`src/inc/ppg_regs.svh`:
```
// Register offsets, field positions, reset values and timing figures
`ifndef PPG_REGS_SVH
`define PPG_REGS_SVH

// ----------------------------------------------------------------
// Timing
// ----------------------------------------------------------------
`define PPG_CLK_MHZ 125
`define PPG_F_LO_KHZ 250
`define PPG_F_HI_KHZ 600
`define PPG_SPREAD_PCT 4
`define PPG_MOD_DIV_LO 12
`define PPG_MOD_DIV_HI 28
`define PPG_WDOG_US 20
`define PPG_WDOG_W 12

// ----------------------------------------------------------------
// Register offsets (byte addresses)
// ----------------------------------------------------------------
`define PPG_CTRL_OFS 8'h00
`define PPG_STATUS_OFS 8'h04
`define PPG_IRQ_STAT_OFS 8'h08
`define PPG_IRQ_MASK_OFS 8'h0C

// ----------------------------------------------------------------
// Fields
// ----------------------------------------------------------------
`define PPG_CTRL_SOFT_DIS 0
`define PPG_CTRL_FORCE_INT 1
`define PPG_ST_RUNNING 0
`define PPG_ST_EXT_MODE 1
`define PPG_ST_OVER_CUR 2
`define PPG_ST_OVER_TEMP 3
`define PPG_ST_PHASE 4
`define PPG_ST_FAULT 5
`define PPG_IRQ_FAULT 0
`define PPG_IRQ_EXT_LOST 1
`define PPG_IRQ_EXT_GAIN 2

// ----------------------------------------------------------------
// Reset values
// ----------------------------------------------------------------
`define PPG_CTRL_RST 2'h0
`define PPG_IRQ_MASK_RST 3'h0

`endif

```
`src/inc/ppg_pkg.sv`:
```
// Types shared by the phase generator design files
package ppg_pkg;

    // ------------------------------------------------------------
    // Switching source
    // ------------------------------------------------------------
    typedef enum logic [2:0] {
        PPG_OFF = 3'b001,
        PPG_INT = 3'b010,
        PPG_EXT = 3'b100
    } ppg_mode_t;

    // ------------------------------------------------------------
    // Pin inputs as one group
    // ------------------------------------------------------------
    typedef struct packed {
        logic ext_clk;
        logic enable_n;
        logic high_freq;
        logic spread;
        logic over_cur;
        logic over_temp;
    } ppg_pins_t;

    // ------------------------------------------------------------
    // State of the top module
    // ------------------------------------------------------------
    typedef struct packed {
        ppg_pins_t meta;
        ppg_pins_t sync;
        logic prev_clk;
        logic [11:0] wdog;
        logic ext_live;
        ppg_mode_t mode;
        logic phase;
        logic fault;
        logic [1:0] ctrl;
        logic [2:0] irq_stat;
        logic [2:0] irq_mask;
        logic bus_pend;
        logic bus_wr;
        logic bus_hit;
        logic [7:0] bus_ofs;
        logic rd_ready;
        logic [31:0] rdata;
    } ppg_state_t;

    // ------------------------------------------------------------
    // State of the internal oscillator
    // ------------------------------------------------------------
    typedef struct packed {
        logic [9:0] cnt;
        logic signed [6:0] off;
        logic up;
        logic [7:0] acc;
        logic toggle;
    } ppg_osc_state_t;

endpackage : ppg_pkg

```
`src/verilog/ppg_osc.sv`:
```
// Internal oscillator with selectable rate and triangular spread
`timescale 1ns/100ps
`default_nettype none

module ppg_osc #(
    parameter int HALF_LO = 250,
    parameter int HALF_HI = 104,
    parameter int DEV_LO = 10,
    parameter int DEV_HI = 4,
    parameter int MOD_LO = 12,
    parameter int MOD_HI = 28
) (
    input wire logic clk_i,
    input wire logic rstn_i,
    input wire logic run_i,
    input wire logic high_freq_i,
    input wire logic spread_i,
    output logic toggle_o
);

    ppg_pkg::ppg_osc_state_t s_q;
    ppg_pkg::ppg_osc_state_t s_d;

    always_comb begin
        logic [9:0] base;
        logic signed [6:0] dev;
        logic [7:0] step;
        logic [7:0] den;
        logic [8:0] acc_n;
        logic [10:0] target;
        logic [1:0] moves;
        s_d = s_q;
        base = high_freq_i ? 10'(HALF_HI) : 10'(HALF_LO);
        dev = high_freq_i ? 7'(DEV_HI) : 7'(DEV_LO);
        step = high_freq_i ? 8'(4 * DEV_HI) : 8'(4 * DEV_LO);
        den = high_freq_i ? 8'(2 * MOD_HI) : 8'(2 * MOD_LO);
        acc_n = {1'b0, s_q.acc} + {1'b0, step};
        moves = 2'd0;
        target = 11'($signed({1'b0, base}) + s_q.off);
        s_d.toggle = 1'b0;
        if (!run_i) begin
            s_d.cnt = 10'h000;
        end else if ({1'b0, s_q.cnt} + 11'h001 >= target) begin
            // Half period over: flip the phase and move the spread offset
            s_d.cnt = 10'h000;
            s_d.toggle = 1'b1;
            if (spread_i) begin
                if (acc_n >= {1'b0, den}) begin
                    acc_n = acc_n - {1'b0, den};
                    moves = 2'd1;
                end
                if (acc_n >= {1'b0, den}) begin
                    acc_n = acc_n - {1'b0, den};
                    moves = 2'd2;
                end
                s_d.acc = acc_n[7:0];
                for (int i = 0; i < 2; i++) begin
                    if (2'(i) < moves) begin
                        if (s_d.up && s_d.off >= dev) begin
                            s_d.up = 1'b0;
                        end else if (!s_d.up && s_d.off <= -dev) begin
                            s_d.up = 1'b1;
                        end
                        s_d.off = s_d.up ? s_d.off + 7'sd1 : s_d.off - 7'sd1;
                    end
                end
            end
        end else begin
            s_d.cnt = s_q.cnt + 10'h001;
        end
        if (!spread_i) begin
            // Fixed rate when spread is off
            s_d.off = 7'sd0;
            s_d.acc = 8'h00;
            s_d.up = 1'b1;
        end
    end

    always_ff @(posedge clk_i or negedge rstn_i) begin
        if (!rstn_i) begin
            s_q <= '{cnt: 10'h000, off: 7'sd0, up: 1'b1, acc: 8'h00,
                     toggle: 1'b0};
        end else begin
            s_q <= s_d;
        end
    end

    assign toggle_o = s_q.toggle;

endmodule : ppg_osc

`default_nettype wire

```
`src/verilog/ppg_top.sv`:
```
// Push-pull phase generator with AHB-Lite register slave
`timescale 1ns/100ps
`default_nettype none
`include "ppg_regs.svh"

// Notes on behaviour
// - The block runs only while the enable pin is low; high disables it.
// - Spread select high modulates the internal rate by plus or minus 4%.
// - Spread select is ignored while the external clock drives switching.
// - Fault pulls low on overcurrent or overtemperature.
// - Frequency select high gives 600kHz switching, low gives 250kHz.
// - A clock pin held at ground keeps the internal oscillator in use.
// - A toggling clock pin selects external clocking by itself.
// - External clock is divided by two by a toggle stage, 50% duty.
// - In external mode the drives change only on clock pin rising edges.
// - With spread off the internal oscillator yields 50% duty with equal phase on-times.
// - No clock pin edge for at least 20us returns to the internal source.
// - While disabled both drives are high impedance.
// - Fault stays asserted while the condition lasts, then releases.
module ppg_top #(
    parameter int WDOG_CYCLES = `PPG_WDOG_US * `PPG_CLK_MHZ
) (
    input wire logic clk_i,
    input wire logic rstn_i,
    input wire logic hsel_i,
    input wire logic [31:0] haddr_i,
    input wire logic [1:0] htrans_i,
    input wire logic hwrite_i,
    input wire logic [2:0] hsize_i,
    input wire logic [31:0] hwdata_i,
    input wire logic hready_i,
    output logic hreadyout_o,
    output logic [31:0] hrdata_o,
    output logic hresp_o,
    input wire logic ext_clk_i,
    input wire logic enable_n_i,
    input wire logic high_freq_select_i,
    input wire logic spread_select_i,
    input wire logic over_cur_i,
    input wire logic over_temp_i,
    output logic drive_out_a_o,
    output logic drive_out_a_oe_n_o,
    output logic drive_out_b_o,
    output logic drive_out_b_oe_n_o,
    output logic fault_n_o,
    output logic fault_oe_n_o,
    output logic irq_o
);

    // ------------------------------------------------------------
    // Derived timing
    // ------------------------------------------------------------
    localparam int HALF_LO = `PPG_CLK_MHZ * 1000 / (2 * `PPG_F_LO_KHZ);
    localparam int HALF_HI = `PPG_CLK_MHZ * 1000 / (2 * `PPG_F_HI_KHZ);
    localparam int DEV_LO = HALF_LO * `PPG_SPREAD_PCT / 100;
    localparam int DEV_HI = HALF_HI * `PPG_SPREAD_PCT / 100;
    localparam logic [11:0] WDOG_LIM = 12'(WDOG_CYCLES);

    ppg_pkg::ppg_state_t s_q;
    ppg_pkg::ppg_state_t s_d;
    ppg_pkg::ppg_pins_t pins_raw;
    logic osc_toggle;
    logic osc_run;
    logic osc_spread;

    assign pins_raw = '{ext_clk: ext_clk_i, enable_n: enable_n_i,
                        high_freq: high_freq_select_i,
                        spread: spread_select_i, over_cur: over_cur_i,
                        over_temp: over_temp_i};

    // ------------------------------------------------------------
    // Internal oscillator
    // ------------------------------------------------------------
    assign osc_run = (s_q.mode == ppg_pkg::PPG_INT);
    assign osc_spread = s_q.sync.spread & osc_run;

    ppg_osc #(
        .HALF_LO(HALF_LO),
        .HALF_HI(HALF_HI),
        .DEV_LO(DEV_LO),
        .DEV_HI(DEV_HI),
        .MOD_LO(`PPG_MOD_DIV_LO),
        .MOD_HI(`PPG_MOD_DIV_HI)
    ) u_osc (
        .clk_i(clk_i),
        .rstn_i(rstn_i),
        .run_i(osc_run),
        .high_freq_i(s_q.sync.high_freq),
        .spread_i(osc_spread),
        .toggle_o(osc_toggle)
    );

    // ------------------------------------------------------------
    // Next state
    // ------------------------------------------------------------
    always_comb begin
        logic clk_rise;
        logic clk_edge;
        logic enabled;
        logic accept;
        logic [2:0] ev;
        logic [2:0] clr;
        logic [31:0] rd;
        s_d = s_q;
        ev = 3'h0;
        clr = 3'h0;
        rd = 32'h0000_0000;

        // Pins pass two flops before use
        s_d.meta = pins_raw;
        s_d.sync = s_q.meta;
        s_d.prev_clk = s_q.sync.ext_clk;
        clk_rise = s_q.sync.ext_clk & ~s_q.prev_clk;
        clk_edge = s_q.sync.ext_clk ^ s_q.prev_clk;

        // Clock pin activity watchdog
        if (clk_edge) begin
            s_d.wdog = 12'h000;
            s_d.ext_live = 1'b1;
        end else if (s_q.wdog < WDOG_LIM) begin
            s_d.wdog = s_q.wdog + 12'h001;
        end else begin
            s_d.ext_live = 1'b0;
        end

        enabled = ~s_q.sync.enable_n
                  & ~s_q.ctrl[`PPG_CTRL_SOFT_DIS]
                  & ~s_q.sync.over_temp;

        // Source selection
        unique case (s_q.mode)
            ppg_pkg::PPG_OFF: begin
                if (enabled) begin
                    s_d.mode = ppg_pkg::PPG_INT;
                end
            end
            ppg_pkg::PPG_INT: begin
                if (!enabled) begin
                    s_d.mode = ppg_pkg::PPG_OFF;
                end else if (s_q.ext_live && clk_rise
                             && !s_q.ctrl[`PPG_CTRL_FORCE_INT]) begin
                    s_d.mode = ppg_pkg::PPG_EXT;
                    ev[`PPG_IRQ_EXT_GAIN] = 1'b1;
                end
            end
            ppg_pkg::PPG_EXT: begin
                if (!enabled) begin
                    s_d.mode = ppg_pkg::PPG_OFF;
                end else if (!s_q.ext_live
                             || s_q.ctrl[`PPG_CTRL_FORCE_INT]) begin
                    s_d.mode = ppg_pkg::PPG_INT;
                    ev[`PPG_IRQ_EXT_LOST] = 1'b1;
                end
            end
            default: begin
                s_d.mode = ppg_pkg::PPG_OFF;
            end
        endcase

        // Toggle stage shared by both sources
        unique case (s_q.mode)
            ppg_pkg::PPG_INT: begin
                if (osc_toggle) begin
                    s_d.phase = ~s_q.phase;
                end
            end
            ppg_pkg::PPG_EXT: begin
                if (clk_rise) begin
                    s_d.phase = ~s_q.phase;
                end
            end
            default: begin
                s_d.phase = 1'b0;
            end
        endcase

        // Fault follows the condition inputs
        s_d.fault = s_q.sync.over_cur | s_q.sync.over_temp;
        if (s_d.fault && !s_q.fault) begin
            ev[`PPG_IRQ_FAULT] = 1'b1;
        end

        // Bus data phase, then address phase
        accept = hsel_i & htrans_i[1] & hready_i;
        if (s_q.bus_pend && s_q.bus_wr && s_q.bus_hit) begin
            unique case (s_q.bus_ofs)
                `PPG_CTRL_OFS: s_d.ctrl = hwdata_i[1:0];
                `PPG_IRQ_STAT_OFS: clr = hwdata_i[2:0];
                `PPG_IRQ_MASK_OFS: s_d.irq_mask = hwdata_i[2:0];
                default: begin
                end
            endcase
        end
        if (s_q.bus_pend && !s_q.bus_wr && !s_q.rd_ready) begin
            if (s_q.bus_hit) begin
                unique case (s_q.bus_ofs)
                    `PPG_CTRL_OFS: rd[1:0] = s_q.ctrl;
                    `PPG_STATUS_OFS: begin
                        rd[`PPG_ST_RUNNING] = s_q.mode != ppg_pkg::PPG_OFF;
                        rd[`PPG_ST_EXT_MODE] = s_q.mode == ppg_pkg::PPG_EXT;
                        rd[`PPG_ST_OVER_CUR] = s_q.sync.over_cur;
                        rd[`PPG_ST_OVER_TEMP] = s_q.sync.over_temp;
                        rd[`PPG_ST_PHASE] = s_q.phase;
                        rd[`PPG_ST_FAULT] = s_q.fault;
                    end
                    `PPG_IRQ_STAT_OFS: rd[2:0] = s_q.irq_stat;
                    `PPG_IRQ_MASK_OFS: rd[2:0] = s_q.irq_mask;
                    default: begin
                    end
                endcase
            end
            s_d.rdata = rd;
            s_d.rd_ready = 1'b1;
        end
        if (accept) begin
            s_d.bus_pend = 1'b1;
            s_d.bus_wr = hwrite_i;
            s_d.bus_hit = (haddr_i[31:8] == 24'h00_0000)
                          && (haddr_i[1:0] == 2'b00);
            s_d.bus_ofs = haddr_i[7:0];
            s_d.rd_ready = 1'b0;
        end else if (hreadyout_o) begin
            s_d.bus_pend = 1'b0;
        end

        // Sticky events: a new event wins over a clear
        s_d.irq_stat = (s_q.irq_stat & ~clr) | ev;
    end

    // ------------------------------------------------------------
    // State register
    // ------------------------------------------------------------
    always_ff @(posedge clk_i or negedge rstn_i) begin
        if (!rstn_i) begin
            s_q <= '{meta: 6'b010000, sync: 6'b010000, prev_clk: 1'b0,
                     wdog: 12'h000, ext_live: 1'b0,
                     mode: ppg_pkg::PPG_OFF, phase: 1'b0, fault: 1'b0,
                     ctrl: `PPG_CTRL_RST, irq_stat: 3'h0,
                     irq_mask: `PPG_IRQ_MASK_RST, bus_pend: 1'b0,
                     bus_wr: 1'b0, bus_hit: 1'b0, bus_ofs: 8'h00,
                     rd_ready: 1'b0, rdata: 32'h0000_0000};
        end else begin
            s_q <= s_d;
        end
    end

    // ------------------------------------------------------------
    // Outputs
    // ------------------------------------------------------------
    assign drive_out_a_o = s_q.phase;
    assign drive_out_b_o = ~s_q.phase;
    assign drive_out_a_oe_n_o = (s_q.mode == ppg_pkg::PPG_OFF);
    assign drive_out_b_oe_n_o = (s_q.mode == ppg_pkg::PPG_OFF);
    assign fault_n_o = 1'b0;
    assign fault_oe_n_o = ~s_q.fault;
    assign irq_o = |(s_q.irq_stat & s_q.irq_mask);
    assign hreadyout_o = ~(s_q.bus_pend & ~s_q.bus_wr & ~s_q.rd_ready);
    assign hrdata_o = s_q.rdata;
    assign hresp_o = 1'b0;

endmodule : ppg_top

`default_nettype wire

```
`config.mk`:
```
export PLATFORM = sky130hd
export DESIGN_NAME = ppg_top
export DESIGN_NICKNAME = d
export VERILOG_FILES = /design/src/inc/ppg_pkg.sv /design/src/verilog/ppg_osc.sv /design/src/verilog/ppg_top.sv
export VERILOG_INCLUDE_DIRS = /design/src /design/src/inc
export SDC_FILE = /design/constraint.sdc
export NUM_CORES = 1
export LEC_CHECK = 0
export BUFFER_PORTS_ARGS = -buffer_cell sky130_fd_sc_hd__buf_2
export CORE_MARGIN = 3
export CORE_UTILIZATION = 35
export CTS_BUF_LIST = sky130_fd_sc_hd__clkbuf_8
export CTS_CLUSTER_DIAMETER = 200
export CTS_CLUSTER_SIZE = 12
export DETAILED_ROUTE_END_ITERATION = 10
export GPL_TIMING_DRIVEN = 0
export PLACE_DENSITY = 0.67
export SETUP_SLACK_MARGIN = 0.5
export SYNTH_ARGS = -nofsm -noshare
export SYNTH_HDL_FRONTEND = slang
export SYNTH_SLANG_ARGS = --single-unit
export TNS_END_PERCENT = 30
```
`constraint.sdc`:
```
create_clock -name clk_i -period 8.1 [get_ports clk_i]
set_input_delay 0.81 -clock clk_i [delete_from_list [all_inputs] [get_ports clk_i]]
set_output_delay 0.81 -clock clk_i [all_outputs]
set_load 0.02 [all_outputs]
```
# Word-level counts from Yosys, hierarchy flattened
# Cells that the tools add are included.
# totals
register_bits	84
in_bits	80
elab_cells	192
# op_classes
add_sub_neg	12
n_lt_le_gt_ge	10
eq_ne	16
n_mux	68
n_bitwise	23
n_reduce_logical	31
# ops
operator	n
2-to-1 mux 8 bit	7
2-to-1 mux 9 bit	4
2-to-1 mux 17 bit	2
2-to-1 mux 33 bit	1
2-to-1 mux 16 bit	2
2-to-1 mux 1 bit	26
zero test 24 bit	1
2-to-1 mux 3 bit	8
2-to-1 mux 10 bit	2
2-to-1 mux 6 bit	3
== test 8 x 4 -> 1 bit, second input constant	2
adder 7 x 2 -> 7 bit, second input constant	2
<= comparator 7 bit	2
2-to-1 mux 7 bit	2
subtractor 7 x 2 -> 7 bit, second input constant	2
2-to-1 mux 13 bit	1
adder 12 x 1 -> 12 bit, second input constant	1
logical AND 1 bit	12
less-than comparator 12 bit, second input constant	1
2-to-1 mux 12 bit	1
adder 10 x 1 -> 11 bit, second input constant	1
>= comparator 11 bit	1
adder 10 x 1 -> 10 bit, second input constant	1
adder 9 x 7 -> 10 bit	1
39 further kinds	74

# Depth between registers and ports, before layout
# Gate-level depths: netlist of the first run.
# logic_depth
ltp_word	36
mapped_depth	37
mapped_depth_nobuf	35

# By module
# A second synthesis of the first run with hierarchy kept.
# hier_totals
cells_unflattened	625
area_unflattened_um2	5973.2
# modules_own_cells
module	instances	cells_per_inst	area_per_inst_um2	seq_area_each_um2
ppg_osc	1	364	3130.5	601.8
ppg_top	1	261	2842.7	1430.1

# Worst setup path after synthesis of the first run
# Ideal clock, no wire load.
# synth_timing
path_kind	register -> register
from	register s_q[74] (netlist bit)
to	register u_osc.s_q[16] (netlist bit)
setup_time_ns	0.120
t_arrival_ns	7.474
required_ns	7.980
path_slack_ns	0.506
path_stages_with_launch	34
n_path_buf	2
synth_period_minus_slack_ns	7.594
path_cell_list	dfrtp_1 > inv_1 > ha_1 > fa_1 > xor2_1 > ha_1 > clkbuf_1 > a21o_1 > a221o_1 > o21bai_2 > nor2_1 > a21oi_1 > ha_1 > a21o_1 > a2111o_1 > a21oi_2 > buf_2 > mux2_2 > inv_1 > ha_1 > a21o_1 > a211oi_1 > o31ai_1 > a221oi_2 > o21bai_2 > ha_1 > a21o_1 > a21oi_1 > o21bai_1 > a21o_1 > nand2_1 > nor2_1 > a221o_1 > a31o_1
# synth_via
elab_chain_cells	31
elab_cells_between_ends	58
classes_between	add/sub (6); order compare (9); eq/ne (1); mux (36); reduce/logical (6)
# synth_lines
item	line_no	source
start: declaration	ppg_top.sv:59	ppg_pkg::ppg_state_t s_q;
start signal: assignment	ppg_top.sv:235	s_q <= '{meta: 6'b010000, sync: 6'b010000, prev_clk: 1'b0,
2-to-1 mux 6 bit	ppg_osc.sv:35	step = high_freq_i ? 8'(4 * DEV_HI) : 8'(4 * DEV_LO);
adder 8 x 8 -> 9 bit	ppg_osc.sv:37	acc_n = {1'b0, s_q.acc} + {1'b0, step};
subtractor 9 x 8 -> 9 bit / >= comparator 9 x 8 -> 1 bit (equally long branches)	ppg_osc.sv:49, ppg_osc.sv:48	
2-to-1 mux 9 bit	ppg_osc.sv:48	if (acc_n >= {1'b0, den}) begin
2-to-1 mux 9 bit	ppg_osc.sv:47	if (spread_i) begin
2-to-1 mux 9 bit	ppg_osc.sv:43	end else if ({1'b0, s_q.cnt} + 11'h001 >= target) begin
2-to-1 mux 9 bit	ppg_osc.sv:41	if (!run_i) begin
>= comparator 9 x 6 -> 1 bit	ppg_osc.sv:52	if (acc_n >= {1'b0, den}) begin
[15 not listed]	n/a	
2-to-1 mux 1 bit	ppg_osc.sv:43	
2-to-1 mux 1 bit	ppg_osc.sv:41	
2-to-1 mux 7 bit	ppg_osc.sv:64	s_d.off = s_d.up ? s_d.off + 7'sd1 : s_d.off - 7'sd1;
2-to-1 mux 8 bit	ppg_osc.sv:58	if (2'(i) < moves) begin
2-to-1 mux 16 bit	ppg_osc.sv:47	
2-to-1 mux 17 bit	ppg_osc.sv:43	
2-to-1 mux 17 bit	ppg_osc.sv:41	
2-to-1 mux 16 bit	ppg_osc.sv:71	if (!spread_i) begin
end signal: assignment	ppg_osc.sv:81	s_q <= '{cnt: 10'h000, off: 7'sd0, up: 1'b1, acc: 8'h00,
end: declaration	ppg_osc.sv:21	ppg_pkg::ppg_osc_state_t s_q;
# Parallel ways exist; a longest one is shown, timed or not. The select of a mux whose other input is x is not followed.
# A chain may end at the register's enable or synchronous reset.

# Final worst setup path of the first run
# Ends and elaborated chain as after synthesis.

==> results of run 1 <==
==> how the worst min path moves through the flow <==
stage	cells past startpoint	startpoint	endpoint	slack (ns)
after global placement	0	s_d[76]$_DFF_PN0_	s_d[70]$_DFF_PN0_	0.33
after global routing	0	s_d[71]$_DFF_PN0_	s_q[71]$_DFF_PN0_	0.38
after floorplan	0	s_d[76]$_DFF_PN0_	s_d[70]$_DFF_PN0_	0.33
after detailed placement	0	s_d[76]$_DFF_PN0_	s_d[70]$_DFF_PN0_	0.34
final	0	s_d[76]$_DFF_PN0_	s_d[70]$_DFF_PN0_	0.36
after CTS	0	s_d[76]$_DFF_PN0_	s_d[70]$_DFF_PN0_	0.36
==> cells in the final DEF, fill, tap and decap left out, types with 8 or more instances in the layout <==
master | netlist | final
a21oi_1 | 23 | 21
inv_1 | 25 | 23
conb_1 | 1 | 28
nand3_1 | 22 | 22
nand2_1 | 49 | 49
buf_4 | 35 | 55
clkbuf_8 | 0 | 9
ha_1 | 46 | 41
xnor2_1 | 27 | 27
o21ai_0 | 18 | 18
and3_1 | 8 | 8
clkbuf_1 | 9 | 8
mux2_2 | 20 | 19
nor4_1 | 10 | 10
a21o_1 | 12 | 12
buf_2 | 1 | 59
xor2_1 | 11 | 10
nor2_1 | 41 | 41
dfrtp_1 | 77 | 76
nor2b_1 | 18 | 18
nand2b_1 | 9 | 9
and2_1 | 11 | 11
==> worst max-delay path: cells and delay by family, from the launching register on <==
family,cells,cell delay (ns)
flip-flops,1,0.40
AO/OA/AOI/OAI,15,3.24
buffers and inverters,8,0.88
multiplexers,2,0.64
AND/OR/NAND/NOR,2,0.30
adder cells (fa/ha/maj),6,1.58
XOR/XNOR,1,0.19
==> metrics by stage <==
step                hold slack [ns]  setup TNS, ns  instance area (sq um)  utilization
floorplan                     0.331              0                   5800            -
global placement              0.333          -1.62                   6360        0.401
detailed placement            0.339          -1.61                   6390        0.402
CTS                           0.361              0                   6710        0.422
global route                  0.375              0                   6870        0.433
finish                        0.359              0                   6870        0.433
==> kinds of logic after synthesis <==
family	synth area share
flops	0.357
mux	0.0540
buf+inv	0.0701
other cells	0.000658
compound gates	0.159
xor+xnor	0.0613
simple gates	0.186
fa+ha+maj	0.112
==> power groups by stage <==
stage	sequential (mW)	combinational, mW	clock [mW]
floorplan	0.439	0.180	0
global placement	0.442	0.236	0
detailed placement	0.442	0.241	0
CTS	0.434	0.258	0.322
global route	0.437	0.308	0.341
finish	0.434	0.279	0.314
==> registers in the layout, indices dropped and copies added, names as in the netlist <==
signal	flops
drive_out_a_o	1
hrdata_o	6
s_d	7
s_q	43
u_osc.s_q	23
u_osc.toggle_o	1
==> synthesized netlist by cell type, types with 11 or more instances <==
cell type,instances
nor2b_1,18
a21oi_1,23
o21ai_0,18
xor2_1,11
ha_1,46
dfrtp_1,77
mux2_2,20
nand2_1,49
xnor2_1,27
nand3_1,22
inv_1,25
nor2_1,41
and2_1,11
buf_4,35
a21o_1,12
==> area by class of cell <==
class | count | area, sq um | area share
flip-flops and latches | 81 | 2030 | 0.296
plain buffers | 45 | 309 | 0.0450
multi-input cells | 472 | 3480 | 0.506
clock inverters | 7 | 86.3 | 0.0126
clock buffers | 9 | 124 | 0.0180
repair buffers | 79 | 468 | 0.0681
well taps | 216 | 270 | 0.0393
inverters | 26 | 101 | 0.0147
==> repair_timing <==
item,in CTS,in global routing
setup endpoints to repair,6,3
gates resized for setup,13,15
pin swaps,6,10
setup buffers,5,14
==> metal layers <==
layer | wire, microns | GRT usage | up-vias
met5 | 0 | 0 | -
met4 | 152 | 0.0354 | 0
met3 | 362 | 0.0193 | 14
met2 | 6220 | 0.244 | 68
met1 | 5810 | 0.197 | 2172
li1 | - | - | 2317
==> out/qor.csv, run 1 <==
metric,value,unit
period_share,0.909,
final_cells,935,
drive_gt1_frac,0.268,
grt_max_degree,53,
drt_iter0_drc,224,
cts_root_buffer,clkbuf_8,
drc,0,
initial_core_util,0.359,
clockPowerShare,0.306,
combPwrFrac,0.272,
die_h,134,microns
cts_tree,built,
coreArea,0.0159,sq mm
synth.distinct_cells,77,
max_slew_margin,0.410,
fin_crit,7.36,ns
dpl.hpwl,9220,microns
overflow,0,
synth_edf_count,0,
hold_buffers,0,
via_per_inst,4.89,
finalWirelength,12500,microns
synthTopCellsByArea,"dfrtp_1, ha_1, buf_4",
clkTransAtPathRegs,0.09,ns
hold_viol,0,
worstSetupPathType,reg -> reg,
ys.warnings.count,0,
pwr-share-seq,0.423,
max_freq,136,MHz
detailedPlace.worstSlack,-0.689,ns
nets,843,
layout_setup_ws,0.740,ns
skew,0.00990,ns
gp_congestion,0.843,
worstPathRequired,8.36,ns
regToRegSetupSlack,0.74,ns
ir_drop,0.000102,V
status,finished clean,
io_pins,121,
grt_pass1_wl,21700,microns
syn_inst,597,
cts_sinks,81,
synthFlopType,dfrtp_1,
p_int,703,uW
io_buffers,59,
dp.cells,900,
firstDrtPassIters,5,
rows,46,
r2r-end,u_osc.s_q[16]$_DFFE_PN0P_,
syn_avg_cell_area,9.54,sq um
ys_ff_latch,81,
die-area,0.0178,sq mm
endpoint_kind,register,
max_cap_violations,0,
synth_top_area_cell,dfrtp_1,
start_kind,register,
area_delta_synth_final,20.6,%
synth-async-reset-ratio,1.00,
setup_violations,0,
syn_area,0.00570,sq mm
diodes,0,
min_path_type,reg -> reg,
crit_fanout,7,
synth_top_area_frac,0.338,
finalMaxSlewViolations,0,
cp_common_cell,a21o_1,
reg2reg_from,s_q[74]$_DFF_PN0_,
wl_per_cell,13.4,microns
leakagePower,3.28,nW
grt_usage,0.144,
rr_worst_depth,34,
startpoint,s_q[74]$_DFF_PN0_,
nFillCells,1566,
clk_latency,0.36,ns
ant_nets,0,
tightestPinTransition,0.881,ns
vias,4571,
rsz0062_at_grt,false,
antenna_found_initial,0,
cts_buffers,9,
power_density,149,mW/mm^2
ctsLongestPathBuffers,2,
cts_htree_levels,3,
grt_pass1_vias,4484,
finalPower,1.03,mW
critPathMaxStageDelay,0.47,ns
cp_data_arrival_time,7.62,ns
ys_seq_area_frac,0.357,
swShare,0.316,
p_switching,324,uW
die_w,134,microns
worstSetupEndpoint,u_osc.s_q[16]$_DFFE_PN0P_,
cp_slowest_cell,a2111o_1,
Note: power is estimated with default switching activity, not from simulation.
==> run 2: changes to the inputs <==
==> constraint.sdc (replaced) <==
create_clock -name clk_i -period 6 [get_ports clk_i]
set_input_delay 0.6 -clock clk_i [delete_from_list [all_inputs] [get_ports clk_i]]
set_output_delay 0.6 -clock clk_i [all_outputs]
set_load 0.02 [all_outputs]
==> run 2 against run 1 <==
  * The flow now finishes with violations (setup timing)
  * Clock skew up 0.0020 ns
  * Highest routed layer unchanged
  * Fmax up 5.3%
  * Critical path depth down 1
  * Final cell count up 1.1%
  * Sequential power up 35%
  * Combinational power up 47%
==> out/qor.csv, run 2 (same netlist as run 1, synthesis figures left out) <==
metric,value,unit
status,finished with violations,
violations,setup timing,
cts_sinks,81,
finalSetupTns,-3.69,ns
endpoint_kind,register,
clkTransAtPathRegs,0.09,ns
utilization,0.445,
setup_violations,6,
nets,853,
cts_htree_levels,3,
skew,0.0119,ns
drt_iter0_drc,348,
layout_setup_ws,-0.987,ns
regMostFlops,s_q,
cts_tree,built,
drive_gt1_frac,0.287,
grt_pass1_wl,21300,microns
finalPower,1.39,mW
antenna_found_initial,0,
area_delta_synth_final,24.0,%
grt_pass1_vias,4590,
worstSetupPathType,reg -> reg,
ant_nets,0,
initial_core_util,0.359,
dp.cells,900,
critPathMaxStageDelay,0.48,ns
cp_slowest_cell,dfrtp_2,
rr_worst_depth,33,
cts_buffers,9,
start_kind,register,
largestRegisters,"s_q x43, u_osc.s_q x23, s_d x7",
diodes,0,
hold_buffers,0,
cp_common_cell,a21o_1,
fin_crit,6.99,ns
dpl.hpwl,9220,microns
firstDrtPassIters,5,
ctsLongestPathBuffers,2,
max_freq,143,MHz
detailedPlace.worstSlack,-1.83,ns
drc,0,
final_cell_mix,"dfrtp_1, buf_4, buf_2",
max_slew_margin,0.397,
regToRegSetupSlack,-0.99,ns
hold_viol,0,
io_pins,121,
rsz0062_at_grt,true,
io_buffers,59,
leakagePower,3.36,nW
via_per_inst,4.97,
reg2reg_from,s_q[74]$_DFF_PN0_,
period_share,1.16,
r2r-end,u_osc.s_q[16]$_DFFE_PN0P_,
power_density,197,mW/mm^2
tightestPinTransition,0.900,ns
min_path_type,in -> async,
worstPathRequired,6.25,ns
finalMaxSlewViolations,0,
die_w,134,microns
finalWirelength,12600,microns
clk_latency,0.35,ns
crit_fanout,8,
grt_max_degree,67,
largest_reg_flops,43,
gp_congestion,0.802,
vias,4700,
final_common_cell,dfrtp_1,
max_cap_violations,0,
startpoint,s_q[74]$_DFF_PN0_,
die-area,0.0178,sq mm
ir_drop,0.000158,V
cp_data_arrival_time,7.24,ns
rows,46,
die_h,134,microns
coreArea,0.0159,sq mm
final_cells,945,
cts_root_buffer,clkbuf_8,
nFillCells,1560,
overflow,0,
wl_per_cell,13.4,microns
grt_usage,0.142,
==> run 2: metrics by stage <==
stage               hold slack [ns]  cell area (sq um)
finish                       0.0990               7060
global route                 0.0845               7060
CTS                          0.0881               6970
detailed placement            0.336               6490
global placement              0.333               6460
floorplan                     0.304               5900
==> run 2: worst max-delay path by stage <==
stage                                     end  slack, ns  cells past startpoint
floorplan           u_osc.s_q[16]$_DFFE_PN0P_      -0.93                     35
CTS                 u_osc.s_q[16]$_DFFE_PN0P_      -1.06                     35
detailed placement  u_osc.s_q[16]$_DFFE_PN0P_      -1.83                     35
global route        u_osc.s_q[16]$_DFFE_PN0P_      -1.27                     34
finish              u_osc.s_q[16]$_DFFE_PN0P_      -0.99                     33
global placement    u_osc.s_q[16]$_DFFE_PN0P_      -1.79                     35
==> run 2: timing repair <==
action,CTS,global route
resized for setup,18,9
endpoints found under the setup margin,7,7
pin swaps,26,13
buffers inserted,24,5
cloned,0,0
==> run 2: cell type report <==
class	count	area, sq um	share of cell area
clock inverters	7	71.3	0.0101
repair buffers	89	567	0.0803
plain buffers	45	318	0.0450
multi-input cells	472	3570	0.506
flip-flops and latches	81	2030	0.288
clock buffers	9	124	0.0175
well taps	216	270	0.0383
inverters	26	105	0.0149
==> run 2: report_power, final <==
group	switching (mW)	total [mW]	internal, mW
combinational	0.210	0.411	0.202
clock	0.201	0.394	0.192
sequential	0.0152	0.586	0.571
total	0.426	1.39	0.964
==> run 2: critical path, delay by kind of cell, from the launching register on <==
kind	cells	cell delay, ns
xor gates and xnor gates	1	0.17
AOI/OAI and AO/OA	18	3.54
muxes	1	0.32
and+or+nand+nor	3	0.24
DFF	1	0.48
buffers and inverters	5	0.68
adders and majority gates	5	1.45
==> run 2: metal layers <==
metal,vias up,track usage,share of wire
li1,2340,-,-
met1,2245,0.188,0.47
met2,94,0.247,0.49
met3,21,0.0177,0.031
met4,0,0.0371,0.015
met5,-,0,0
